[config.mk]
export PLATFORM = sky130hd
export DESIGN_NAME = rid_core
export DESIGN_NICKNAME = d
export VERILOG_FILES = /design/src/rtl/rid_pkg.sv /design/src/rtl/rid_core.sv
export SDC_FILE = /design/constraint.sdc
export NUM_CORES = 1
export LEC_CHECK = 0
export BUFFER_PORTS_ARGS = -buffer_cell sky130_fd_sc_hd__buf_2
export CAP_MARGIN = 15
export CORE_MARGIN = 2
export CORE_UTILIZATION = 60
export DETAILED_ROUTE_END_ITERATION = 10
export PLACE_DENSITY = 0.92
export SLEW_MARGIN = 15
export SYNTH_ARGS = -nofsm -noshare
export SYNTH_HDL_FRONTEND = slang
export SYNTH_SLANG_ARGS = --single-unit
[constraint.sdc]
create_clock -name MCLK_I -period 6.95 [get_ports MCLK_I]
set_input_delay 0.3475 -clock MCLK_I [delete_from_list [all_inputs] [get_ports MCLK_I]]
set_output_delay 0.3475 -clock MCLK_I [all_outputs]
set_load 0.01 [all_outputs]
[src/rtl/rid_pkg.sv]
// package: constants and carriers for the instruction decoder core
package rid_pkg;
  // -------------------------------------------------------------
  // timing
  // -------------------------------------------------------------
  localparam int CLK_HZ = 10_000_000;
  localparam int CYC_CLKS = 2;
  localparam logic [2:0] STALL_3CYC = 3'((3 - 1) * CYC_CLKS);
  localparam logic [2:0] STALL_4CYC = 3'((4 - 1) * CYC_CLKS);
  // -------------------------------------------------------------
  // status, option, mode
  // -------------------------------------------------------------
  localparam int ST_C = 0;
  localparam int ST_NIB = 1;
  localparam int ST_Z = 2;
  localparam int ST_SLP = 3;
  localparam int ST_TO = 4;
  localparam int ST_PA = 5;
  localparam logic [7:0] STATUS_RST = 8'h18;
  localparam logic [7:0] OPTION_RST = 8'hFF;
  localparam logic [3:0] MODE_RST = 4'hF;
  localparam int OPT_PSA = 3;
  localparam logic [3:0] MODE_COMPARE = 4'h8;
  localparam logic [3:0] MODE_WAKE_PEND = 4'h9;
  localparam logic [2:0] PORT_B = 3'h6;
  // -------------------------------------------------------------
  // register map
  // -------------------------------------------------------------
  localparam logic [7:0] REG_CTRL = 8'h00;
  localparam logic [7:0] REG_CORE = 8'h04;
  localparam logic [7:0] REG_PC = 8'h08;
  localparam int CTRL_RUN = 0;
  localparam int CTRL_CARRY_FUSE = 1;
  localparam logic [1:0] CTRL_RST = 2'h1;
  localparam logic [1:0] RESP_OKAY = 2'h0;
  localparam logic [1:0] RESP_SLVERR = 2'h2;
  // -------------------------------------------------------------
  // types
  // -------------------------------------------------------------
  typedef enum logic [1:0] {
    ST_FETCH = 2'b00,
    ST_EXEC = 2'b01,
    ST_STALL = 2'b10,
    ST_SLEEP = 2'b11
  } rid_state_e;
  typedef struct packed {
    logic [7:0] w;
    logic [7:0] status;
    logic [7:0] ind_ptr;
    logic [11:0] pc;
  } rid_shadow_s;
  typedef struct packed {
    logic we;
    logic [2:0] port;
    logic [7:0] data;
  } rid_pctl_s;
endpackage

[src/rtl/rid_core.sv]
// instruction decode and execute core with its control register slave
//
// The register addresses and the AXI4-Lite slave port are this design's own decisions.
`timescale 1ns/1ps
// Overview of operation
// - move accumulator into file register, no flags
// - load accumulator from file register, zero flag
// - file minus accumulator, carry fuse, three flags
// - immediate into accumulator, flags untouched
// - inverse, decrement, increment into accumulator, zero
// - rotate through carry into accumulator
// - nibble swap into accumulator, no flags
// - mode into accumulator, upper nibble zero
// - decrement/increment into accumulator, skip on zero
// - accumulator or immediate into mode register
// - port control write, exchange for port B only in MODE_COMPARE or MODE_WAKE_PEND
// - accumulator into option register
// - test file register, set zero flag
// - call pushes return, page and immediate
// - jump loads nine bits plus page
// - return pops; literal return loads accumulator
// - page return restores page bits too
// - interrupt return restores shadows, optional counter add
// - bank field into pointer bits 7:5
// - program memory read through mode:accumulator, 4 cycles
// - page field into status bits 7:5
// - sleep clears watchdog, sets timeout, stops
module rid_core #(
  parameter int STACK_DEPTH = 8
) (
  input wire logic MCLK_I,
  input wire logic RST_N_I,
  input wire logic CE_I,
  input wire logic [7:0] AXI_AWADDR_I,
  input wire logic AXI_AWVALID_I,
  output logic AXI_AWREADY_O,
  input wire logic [31:0] AXI_WDATA_I,
  input wire logic [3:0] AXI_WSTRB_I,
  input wire logic AXI_WVALID_I,
  output logic AXI_WREADY_O,
  output logic [1:0] AXI_BRESP_O,
  output logic AXI_BVALID_O,
  input wire logic AXI_BREADY_I,
  input wire logic [7:0] AXI_ARADDR_I,
  input wire logic AXI_ARVALID_I,
  output logic AXI_ARREADY_O,
  output logic [31:0] AXI_RDATA_O,
  output logic [1:0] AXI_RRESP_O,
  output logic AXI_RVALID_O,
  input wire logic AXI_RREADY_I,
  output logic [11:0] PMEM_ADDR_O,
  input wire logic [11:0] PMEM_DATA_I,
  output logic [7:0] FILE_ADDR_O,
  input wire logic [7:0] FILE_RDATA_I,
  output logic FILE_WE_O,
  output logic [7:0] FILE_WDATA_O,
  output rid_pkg::rid_pctl_s PCTL_O,
  input wire logic [7:0] PCTL_RDATA_I,
  output logic [3:0] MODE_O,
  output logic [7:0] OPTION_O,
  input rid_pkg::rid_shadow_s SHADOW_I,
  output logic RTCNT_ADD_O,
  output logic [7:0] RTCNT_ADDEND_O,
  output logic WATCHDOG_CLR_O,
  output logic PRESC_CLR_O,
  output logic SLEEP_O,
  input wire logic WAKE_I
);
  import rid_pkg::*;
  localparam int SPW = $clog2(STACK_DEPTH);

  rid_state_e state;
  logic [11:0] ir;
  logic [11:0] pc;
  logic [7:0] w;
  logic [7:0] status;
  logic [7:0] ind_ptr;
  logic skip;
  logic pm_read;
  logic [2:0] stall_cnt;
  logic [SPW-1:0] sp;
  logic [11:0] stack [STACK_DEPTH];
  logic [1:0] ctrl;
  logic [7:0] f;
  logic bin;
  logic [8:0] sub_r;
  logic [4:0] sub_n;
  logic [7:0] f_dec;
  logic [7:0] f_inc;
  logic [SPW-1:0] sp_m1;
  logic [11:0] tos;
  logic ex;
  logic push;

  function automatic logic zf(input logic [7:0] v);
    zf = (v == 8'h00);
  endfunction

  function automatic logic [7:0] word_of(input logic [7:0] a);
    word_of = {a[7:2], 2'b00};
  endfunction

  // ---------------------------------------------------------------
  // operand arithmetic
  // ---------------------------------------------------------------
  always_comb begin
    f = FILE_RDATA_I;
    bin = !ctrl[CTRL_CARRY_FUSE] && !status[ST_C];
    sub_r = {1'b0, f} - {1'b0, w} - {8'h00, bin};
    sub_n = {1'b0, f[3:0]} - {1'b0, w[3:0]} - {4'h0, bin};
    f_dec = f - 8'h01;
    f_inc = f + 8'h01;
    sp_m1 = sp - SPW'(1);
    tos = stack[sp_m1];
    ex = CE_I && (state == ST_EXEC) && !skip;
    push = ex && (ir ==? 12'b1001_????_????);
  end

  // ---------------------------------------------------------------
  // return stack
  // ---------------------------------------------------------------
  always_ff @(posedge MCLK_I) begin
    if (push) begin
      stack[sp] <= pc;
    end
  end

  // ---------------------------------------------------------------
  // fetch, execute, stall, sleep
  // ---------------------------------------------------------------
  always_ff @(posedge MCLK_I or negedge RST_N_I) begin
    if (!RST_N_I) begin
      state <= ST_FETCH;
      ir <= 12'h000;
      pc <= 12'h000;
      w <= 8'h00;
      status <= STATUS_RST;
      ind_ptr <= 8'h00;
      skip <= 1'b0;
      pm_read <= 1'b0;
      stall_cnt <= 3'h0;
      sp <= '0;
      PMEM_ADDR_O <= 12'h000;
      FILE_ADDR_O <= 8'h00;
      FILE_WE_O <= 1'b0;
      FILE_WDATA_O <= 8'h00;
      PCTL_O <= '0;
      MODE_O <= MODE_RST;
      OPTION_O <= OPTION_RST;
      RTCNT_ADD_O <= 1'b0;
      RTCNT_ADDEND_O <= 8'h00;
      WATCHDOG_CLR_O <= 1'b0;
      PRESC_CLR_O <= 1'b0;
      SLEEP_O <= 1'b0;
    end else if (CE_I) begin
      FILE_WE_O <= 1'b0;
      PCTL_O.we <= 1'b0;
      RTCNT_ADD_O <= 1'b0;
      WATCHDOG_CLR_O <= 1'b0;
      PRESC_CLR_O <= 1'b0;
      case (state)
        ST_FETCH: begin
          if (ctrl[CTRL_RUN]) begin
            ir <= PMEM_DATA_I;
            FILE_ADDR_O <= {ind_ptr[7:5], PMEM_DATA_I[4:0]};
            pc <= pc + 12'h001;
            state <= ST_EXEC;
          end
        end
        ST_EXEC: begin
          state <= ST_FETCH;
          PMEM_ADDR_O <= pc;
          if (skip) begin
            skip <= 1'b0;
          end else begin
            casez (ir)
              12'b0000_001?_????: begin
                FILE_WE_O <= 1'b1;
                FILE_WDATA_O <= w;
              end
              12'b0010_000?_????: begin
                w <= f;
                status[ST_Z] <= zf(f);
              end
              12'b0000_100?_????: begin
                w <= sub_r[7:0];
                status[ST_C] <= !sub_r[8];
                status[ST_NIB] <= !sub_n[4];
                status[ST_Z] <= zf(sub_r[7:0]);
              end
              12'b1100_????_????: begin
                w <= ir[7:0];
              end
              12'b0010_010?_????: begin
                w <= ~f;
                status[ST_Z] <= zf(~f);
              end
              12'b0000_110?_????: begin
                w <= f_dec;
                status[ST_Z] <= zf(f_dec);
              end
              12'b0010_100?_????: begin
                w <= f_inc;
                status[ST_Z] <= zf(f_inc);
              end
              12'b0011_010?_????: begin
                w <= {f[6:0], status[ST_C]};
                status[ST_C] <= f[7];
              end
              12'b0011_000?_????: begin
                w <= {status[ST_C], f[7:1]};
                status[ST_C] <= f[0];
              end
              12'b0011_100?_????: begin
                w <= {f[3:0], f[7:4]};
              end
              12'b0000_0100_0010: begin
                w <= {4'h0, MODE_O};
              end
              12'b0010_110?_????: begin
                w <= f_dec;
                skip <= zf(f_dec);
              end
              12'b0011_110?_????: begin
                w <= f_inc;
                skip <= zf(f_inc);
              end
              12'b0000_0100_0011: begin
                MODE_O <= w[3:0];
              end
              12'b0000_0101_????: begin
                MODE_O <= ir[3:0];
              end
              12'b0000_0000_0101, 12'b0000_0000_011?: begin
                PCTL_O.we <= 1'b1;
                PCTL_O.port <= ir[2:0];
                PCTL_O.data <= w;
                if (ir[2:0] == PORT_B && (MODE_O == MODE_WAKE_PEND ||
                    MODE_O == MODE_COMPARE)) begin
                  w <= PCTL_RDATA_I;
                end
              end
              12'b0000_0000_0010: begin
                OPTION_O <= w;
              end
              12'b0010_001?_????: begin
                FILE_WE_O <= 1'b1;
                FILE_WDATA_O <= f;
                status[ST_Z] <= zf(f);
              end
              12'b1001_????_????: begin
                sp <= sp + SPW'(1);
                pc <= {status[7:5], 1'b0, ir[7:0]};
                PMEM_ADDR_O <= {status[7:5], 1'b0, ir[7:0]};
                stall_cnt <= STALL_3CYC;
                state <= ST_STALL;
              end
              12'b101?_????_????: begin
                pc <= {status[7:5], ir[8:0]};
                PMEM_ADDR_O <= {status[7:5], ir[8:0]};
                stall_cnt <= STALL_3CYC;
                state <= ST_STALL;
              end
              12'b0000_0000_110?, 12'b1000_????_????: begin
                sp <= sp_m1;
                pc <= tos;
                PMEM_ADDR_O <= tos;
                stall_cnt <= STALL_3CYC;
                state <= ST_STALL;
                if (ir[11]) begin
                  w <= ir[7:0];
                end
                if (ir[0] && !ir[11]) begin
                  status[7:5] <= tos[11:9];
                end
              end
              12'b0000_0000_111?: begin
                w <= SHADOW_I.w;
                status <= {SHADOW_I.status[7:5], status[ST_TO],
                           status[ST_SLP], SHADOW_I.status[2:0]};
                ind_ptr <= SHADOW_I.ind_ptr;
                pc <= SHADOW_I.pc;
                PMEM_ADDR_O <= SHADOW_I.pc;
                RTCNT_ADD_O <= ir[0];
                RTCNT_ADDEND_O <= w;
                stall_cnt <= STALL_3CYC;
                state <= ST_STALL;
              end
              12'b0000_0001_1???: begin
                ind_ptr[7:5] <= ir[2:0];
              end
              12'b0000_0100_0001: begin
                PMEM_ADDR_O <= {MODE_O, w};
                pm_read <= 1'b1;
                stall_cnt <= STALL_4CYC;
                state <= ST_STALL;
              end
              12'b0000_0001_0???: begin
                status[7:5] <= ir[2:0];
              end
              12'b0000_0000_0011: begin
                WATCHDOG_CLR_O <= 1'b1;
                PRESC_CLR_O <= OPTION_O[OPT_PSA];
                status[ST_TO] <= 1'b1;
                status[ST_SLP] <= 1'b0;
                SLEEP_O <= 1'b1;
                state <= ST_SLEEP;
              end
              default: begin
              end
            endcase
          end
        end
        ST_STALL: begin
          stall_cnt <= stall_cnt - 3'h1;
          if (stall_cnt == 3'h1) begin
            state <= ST_FETCH;
            if (pm_read) begin
              {MODE_O, w} <= PMEM_DATA_I;
              PMEM_ADDR_O <= pc;
              pm_read <= 1'b0;
            end
          end
        end
        ST_SLEEP: begin
          if (WAKE_I) begin
            SLEEP_O <= 1'b0;
            state <= ST_FETCH;
          end
        end
        default: begin
          state <= ST_FETCH;
        end
      endcase
    end
  end

  // ---------------------------------------------------------------
  // register bus: write path
  // ---------------------------------------------------------------
  logic [7:0] awaddr_q;
  logic [31:0] wdata_q;
  logic [3:0] wstrb_q;

  always_ff @(posedge MCLK_I or negedge RST_N_I) begin
    if (!RST_N_I) begin
      AXI_AWREADY_O <= 1'b1;
      AXI_WREADY_O <= 1'b1;
      AXI_BVALID_O <= 1'b0;
      AXI_BRESP_O <= RESP_OKAY;
      awaddr_q <= 8'h00;
      wdata_q <= 32'h0000_0000;
      wstrb_q <= 4'h0;
      ctrl <= CTRL_RST;
    end else if (CE_I) begin
      if (AXI_AWVALID_I && AXI_AWREADY_O) begin
        awaddr_q <= AXI_AWADDR_I;
        AXI_AWREADY_O <= 1'b0;
      end
      if (AXI_WVALID_I && AXI_WREADY_O) begin
        wdata_q <= AXI_WDATA_I;
        wstrb_q <= AXI_WSTRB_I;
        AXI_WREADY_O <= 1'b0;
      end
      if (!AXI_AWREADY_O && !AXI_WREADY_O && !AXI_BVALID_O) begin
        AXI_BVALID_O <= 1'b1;
        if (word_of(awaddr_q) == REG_CTRL) begin
          AXI_BRESP_O <= RESP_OKAY;
          if (wstrb_q[0]) begin
            ctrl <= wdata_q[1:0];
          end
        end else begin
          AXI_BRESP_O <= RESP_SLVERR;
        end
      end
      if (AXI_BVALID_O && AXI_BREADY_I) begin
        AXI_BVALID_O <= 1'b0;
        AXI_AWREADY_O <= 1'b1;
        AXI_WREADY_O <= 1'b1;
      end
    end
  end

  // ---------------------------------------------------------------
  // register bus: read path
  // ---------------------------------------------------------------
  always_ff @(posedge MCLK_I or negedge RST_N_I) begin
    if (!RST_N_I) begin
      AXI_ARREADY_O <= 1'b1;
      AXI_RVALID_O <= 1'b0;
      AXI_RDATA_O <= 32'h0000_0000;
      AXI_RRESP_O <= RESP_OKAY;
    end else if (CE_I) begin
      if (AXI_ARVALID_I && AXI_ARREADY_O) begin
        AXI_ARREADY_O <= 1'b0;
        AXI_RVALID_O <= 1'b1;
        AXI_RRESP_O <= RESP_OKAY;
        case (word_of(AXI_ARADDR_I))
          REG_CTRL: AXI_RDATA_O <= {30'h0, ctrl};
          REG_CORE: AXI_RDATA_O <= {4'h0, MODE_O, ind_ptr, status, w};
          REG_PC: AXI_RDATA_O <= {15'h0, SLEEP_O, 4'h0, pc};
          default: begin
            AXI_RDATA_O <= 32'h0000_0000;
            AXI_RRESP_O <= RESP_SLVERR;
          end
        endcase
      end
      if (AXI_RVALID_O && AXI_RREADY_I) begin
        AXI_RVALID_O <= 1'b0;
        AXI_ARREADY_O <= 1'b1;
      end
    end
  end
endmodule // rid_core

==> reports/summary.md <==
For the worst ir drop on vdd, the log shows 0.223 mV. The net switching fraction of the power works out to 0.420. The logs give 259 for the total clock sinks and 11700 for the via total after detailed routing. The number of instances in the synthesized netlist was 1235. Die span in y: 154 µm. The proportion of netlist area held by the largest area contributor was 0.272; the Yosys warning count was 0. Including well taps, the total number of placed cells is 1631. After detailed routing, the number of vias per cell comes to 6.99. The run gives 0 as the number of max-slew violations in the final report. In this design, the stage delay of the slowest critical-path cell is 760 ps. After clock tree synthesis, the clock-pin slew on the worst setup and hold paths is 70 ps.

The maximum fanout count along the critical path came out at 26. The highest clock rate was 258 MHz. The routed design could run at a clock period as short as 3870 ps. The placed wire-length estimate after detailed placement is 28700 µm, and the routed length per instance is 26.4 µm. The run gives 11400 as the number of global-route vias before repair. The worst hold-check path type is input pin to flop. For hold timing, the worst endpoint is AXI_RVALID_O$_DFFE_PN0P_.

Ranked by total cell area, the synthesized netlist is headed by sky130_fd_sc_hd__dfrtp_1, sky130_fd_sc_hd__edfxtp_1, sky130_fd_sc_hd__mux2_2. The tools report the remaining max-slew budget at the tightest pin as 0.196. 231 I/O pins were placed. Compared with the post-synthesis result, the final layout area differs by 14.9%.

Counting distinct cell types in the post-synthesis netlist gives 83. TritonCTS built the clock tree. Primary flip-flop cell chosen by synthesis mapping: sky130_fd_sc_hd__dfrtp_1.

The worst path arrival time was 4330 ps. Dividing total power by cell area gives a power density of 429 nW/µm². Once the clock tree was built, the resizer swapped 0 gates to a different size. For the later-pin clock latency in the skew report, the log shows 540 ps.

The critical register-to-register path startpoint was state[1]$_DFFE_PN0P_. The tools report the critical register-to-register path endpoint as w[7]$_DFFE_PN0P_. The tools report the DRC violations left as 0. The share of total power in the clock network is 0.233. Before CTS, the worst setup slack after placement is 3300 ps. The fraction of final layout cells sized beyond drive strength 1 is 0.264. The number of buffers on the longest clock path was 3. The post-route fraction of the period consumed by the critical path is 0.557, and the total number of nets in the final design is 1535. Summed over all layers, the global routing overflow is 0.

The sequential area share after synthesis was 0.519; the maximum number of pins on one net before global-route repair was 85. The sequential share of power is 0.378. Counting the buffers created by CTS gives 26. The cell area that synthesis handed to floorplanning was 13500 µm². Summed over all failing endpoints, the final setup total negative slack is 0 ps. The first detailed-routing pass took 8 iterations.

The library cells used most frequently in the layout, excluding fill and tap cells, are sky130_fd_sc_hd__buf_2, sky130_fd_sc_hd__dfrtp_1, sky130_fd_sc_hd__nand2_1. Yosys mapped a number of flops with a built-in enable equal to 96. The region available for standard cell placement spans 21900 µm². The maximum level of the CTS H-tree came out at 1. Setup repair after global routing left no endpoint under its margin. The flow ran to the end, and the final reports show no timing, DRC or antenna violations.

A synthesized cell averages 10.9 µm². Cell internal power was estimated by the tool at 3.84 mW. The tree is rooted in a sky130_fd_sc_hd__clkbuf_16. Setup violations remaining at the end of the flow were counted as 0. The run gives 1490 as the violation count after the first detailed-route iteration. The area of all placed cells without fillers was 15500 µm²; the overall fraction of global-route tracks in use was 0.372. The share of power burned in combinational logic was 0.390; the die area was 23600 µm². The library cell used most frequently in the layout, excluding fill and tap cells, is sky130_fd_sc_hd__buf_2. Across the routed clock network, the largest skew measured is 15.0 ps. The tools report the standard cell area after detailed placement as 14500 µm². Startpoint of the most critical hold path: AXI_RREADY_I. The logs give 0 for the number of maximum-capacitance violations and 0 for the hold violation count in the final report. The worst setup path category was flop to flop. The count of cells in the finished layout, fillers not included, comes to 1681. The slew at the pin with the worst max-slew slack works out to 1200 ps. Power comes to 6.63 mW.

Summed over all nets, the switching power comes to 2.78 mW. Critical path capture point type: a flop. The tools report the reg-to-reg setup timing slack as 3080 ps. The initial standard-cell utilization of the core was 0.615. The run gives 0 as the post-route antenna net violation count. Top cell type by total area after synthesis: sky130_fd_sc_hd__dfrtp_1. The flip-flop and latch count after synthesis is 259. The worst hold path cell count was 2. The number of buffers inserted by port buffering is 185, and the total wirelength of the detailed-routed design is 44400 µm. At the end of routability-driven placement, the weighted congestion stood at 1.01. The cell that appears most often on the critical path is sky130_fd_sc_hd__inv_1. In this run the static leakage power is 6.65 nW. STA puts the critical path data required time at 7410 ps. From left edge to right edge, the die measures 154 µm. The initial antenna violation count came out at 3.

The initialized floorplan defines 54 standard-cell rows. The async set or reset register ratio after synthesis is 0.629. The tools report the global-route wire length before repair as 68200 µm. For the worst flop-to-flop path, the logic depth is 8. On the critical path, the stage with the largest delay is an instance of sky130_fd_sc_hd__nand3b_2. STA classifies the critical path startpoint as a flop. Across all setup checks in the final design, the least slack found is 3080 ps. The signal on the critical path passes through inv_1, ha_1, inv_1, o21ai_0, nand2_1, nand3b_2, a221o_1, o21ai_1.
==> routing by layer <==
metal	wire (µm)	vias up	GRT usage
met2	20600	988	0.591
met3	5580	234	0.0843
met1	15700	5606	0.495
met4	2390	4	0.166
met5	30	-	0
li1	-	4911	-
==> cells in the mapped netlist, types with 18 or more instances <==
master / n
sky130_fd_sc_hd__dfrtp_1: 146
sky130_fd_sc_hd__nor3_1: 21
sky130_fd_sc_hd__clkbuf_1: 64
sky130_fd_sc_hd__a21oi_1: 61
sky130_fd_sc_hd__ha_1: 28
sky130_fd_sc_hd__o21ai_0: 89
sky130_fd_sc_hd__o22ai_1: 18
sky130_fd_sc_hd__mux4_2: 24
sky130_fd_sc_hd__nor2_1: 65
sky130_fd_sc_hd__nand2_1: 126
sky130_fd_sc_hd__edfxtp_1: 96
sky130_fd_sc_hd__inv_1: 43
sky130_fd_sc_hd__nand3_1: 44
sky130_fd_sc_hd__a22oi_1: 31
sky130_fd_sc_hd__nand2b_1: 19
sky130_fd_sc_hd__mux2_2: 58
==> registers in the layout, indices dropped and copies added (netlist names), 7 cells and up <==
register / cells
stack: 96
AXI_RDATA_O: 28
PCTL_O: 12
PMEM_ADDR_O: 12
pc: 12
FILE_ADDR_O: 8
FILE_WDATA_O: 8
OPTION_O: 8
RTCNT_ADDEND_O: 8
ind_ptr: 8
w: 8
ir: 7
status: 7
==> cell type report <==
cell class,count,area (µm²)
Sequential cell,259,6980
Fill cell,1489,6430
Multi-Input combinational cell,847,5950
Timing Repair Buffer,202,1070
Clock buffer,34,732
Tap cell,280,350
Clock inverter,14,204
Inverter,44,165
Antenna cell,1,2.50
==> how the worst max path moves through the flow <==
stage | startpoint | endpoint | slack [ps] | cells after the start
4_1_cts | ir[8]$_DFFE_PN0P_ | stack[7][4]$_DFFE_PP_ | 3220 | 4
2_1_floorplan | sp[0]$_DFFE_PN0P_ | PMEM_ADDR_O[3]$_DFFE_PN0P_ | 3930 | 12
5_1_grt | state[1]$_DFFE_PN0P_ | w[7]$_DFFE_PN0P_ | 2830 | 8
3_3_place_gp | state[1]$_DFFE_PN0P_ | w[7]$_DFFE_PN0P_ | 3320 | 8
6_report | state[1]$_DFFE_PN0P_ | w[7]$_DFFE_PN0P_ | 3080 | 8
3_5_place_dp | ir[8]$_DFFE_PN0P_ | stack[7][8]$_DFFE_PP_ | 3300 | 4
==> metrics by stage <==
step	hold slack, ps	utilization
after floorplan	51.9	-
after global placement	436	0.662
after detailed placement	447	0.662
after CTS	10.4	0.705
after global routing	39.2	0.706
final	18.9	0.706
==> power by group through the flow <==
stage	logic [mW]	registers [mW]	clock network, mW
after floorplan	1.84	2.21	0
after global placement	2.38	2.45	0
after detailed placement	2.45	2.47	0
after CTS	2.50	2.45	1.54
after global routing	2.76	2.51	1.60
final	2.58	2.50	1.54
==> cell families (layout without fill, tap and decap cells) <==
family / after synthesis / count (layout) / synth area share
and+or+nand+nor: 368 / 368 / 0.138
buffers and inverters: 134 / 294 / 0.0422
adders and majority gates: 30 / 30 / 0.0290
other: 1 / 7 / 0.000279
DFF: 259 / 259 / 0.519
AOI/OAI and AO/OA: 327 / 327 / 0.159
xor gates and xnor gates: 17 / 17 / 0.0111
muxes: 99 / 99 / 0.101
==> worst max-delay path, delay by kind of cell (launching register included) <==
| kind | cells | cell delay (ps) |
|---|---|---|
| adder cells (fa/ha/maj) | 1 | 710 |
| flip-flops | 1 | 420 |
| buffers and inverters | 2 | 570 |
| AO/OA/AOI/OAI | 3 | 770 |
| AND/OR/NAND/NOR | 2 | 1320 |
==> timing repair <==
| item | in CTS | in global routing |
|---|---|---|
| hold buffers | 1 | 0 |
| buffers inserted | 0 | 0 |
| endpoints found under the hold margin | 72 | 0 |
Note: power is estimated with default switching activity, not from simulation.
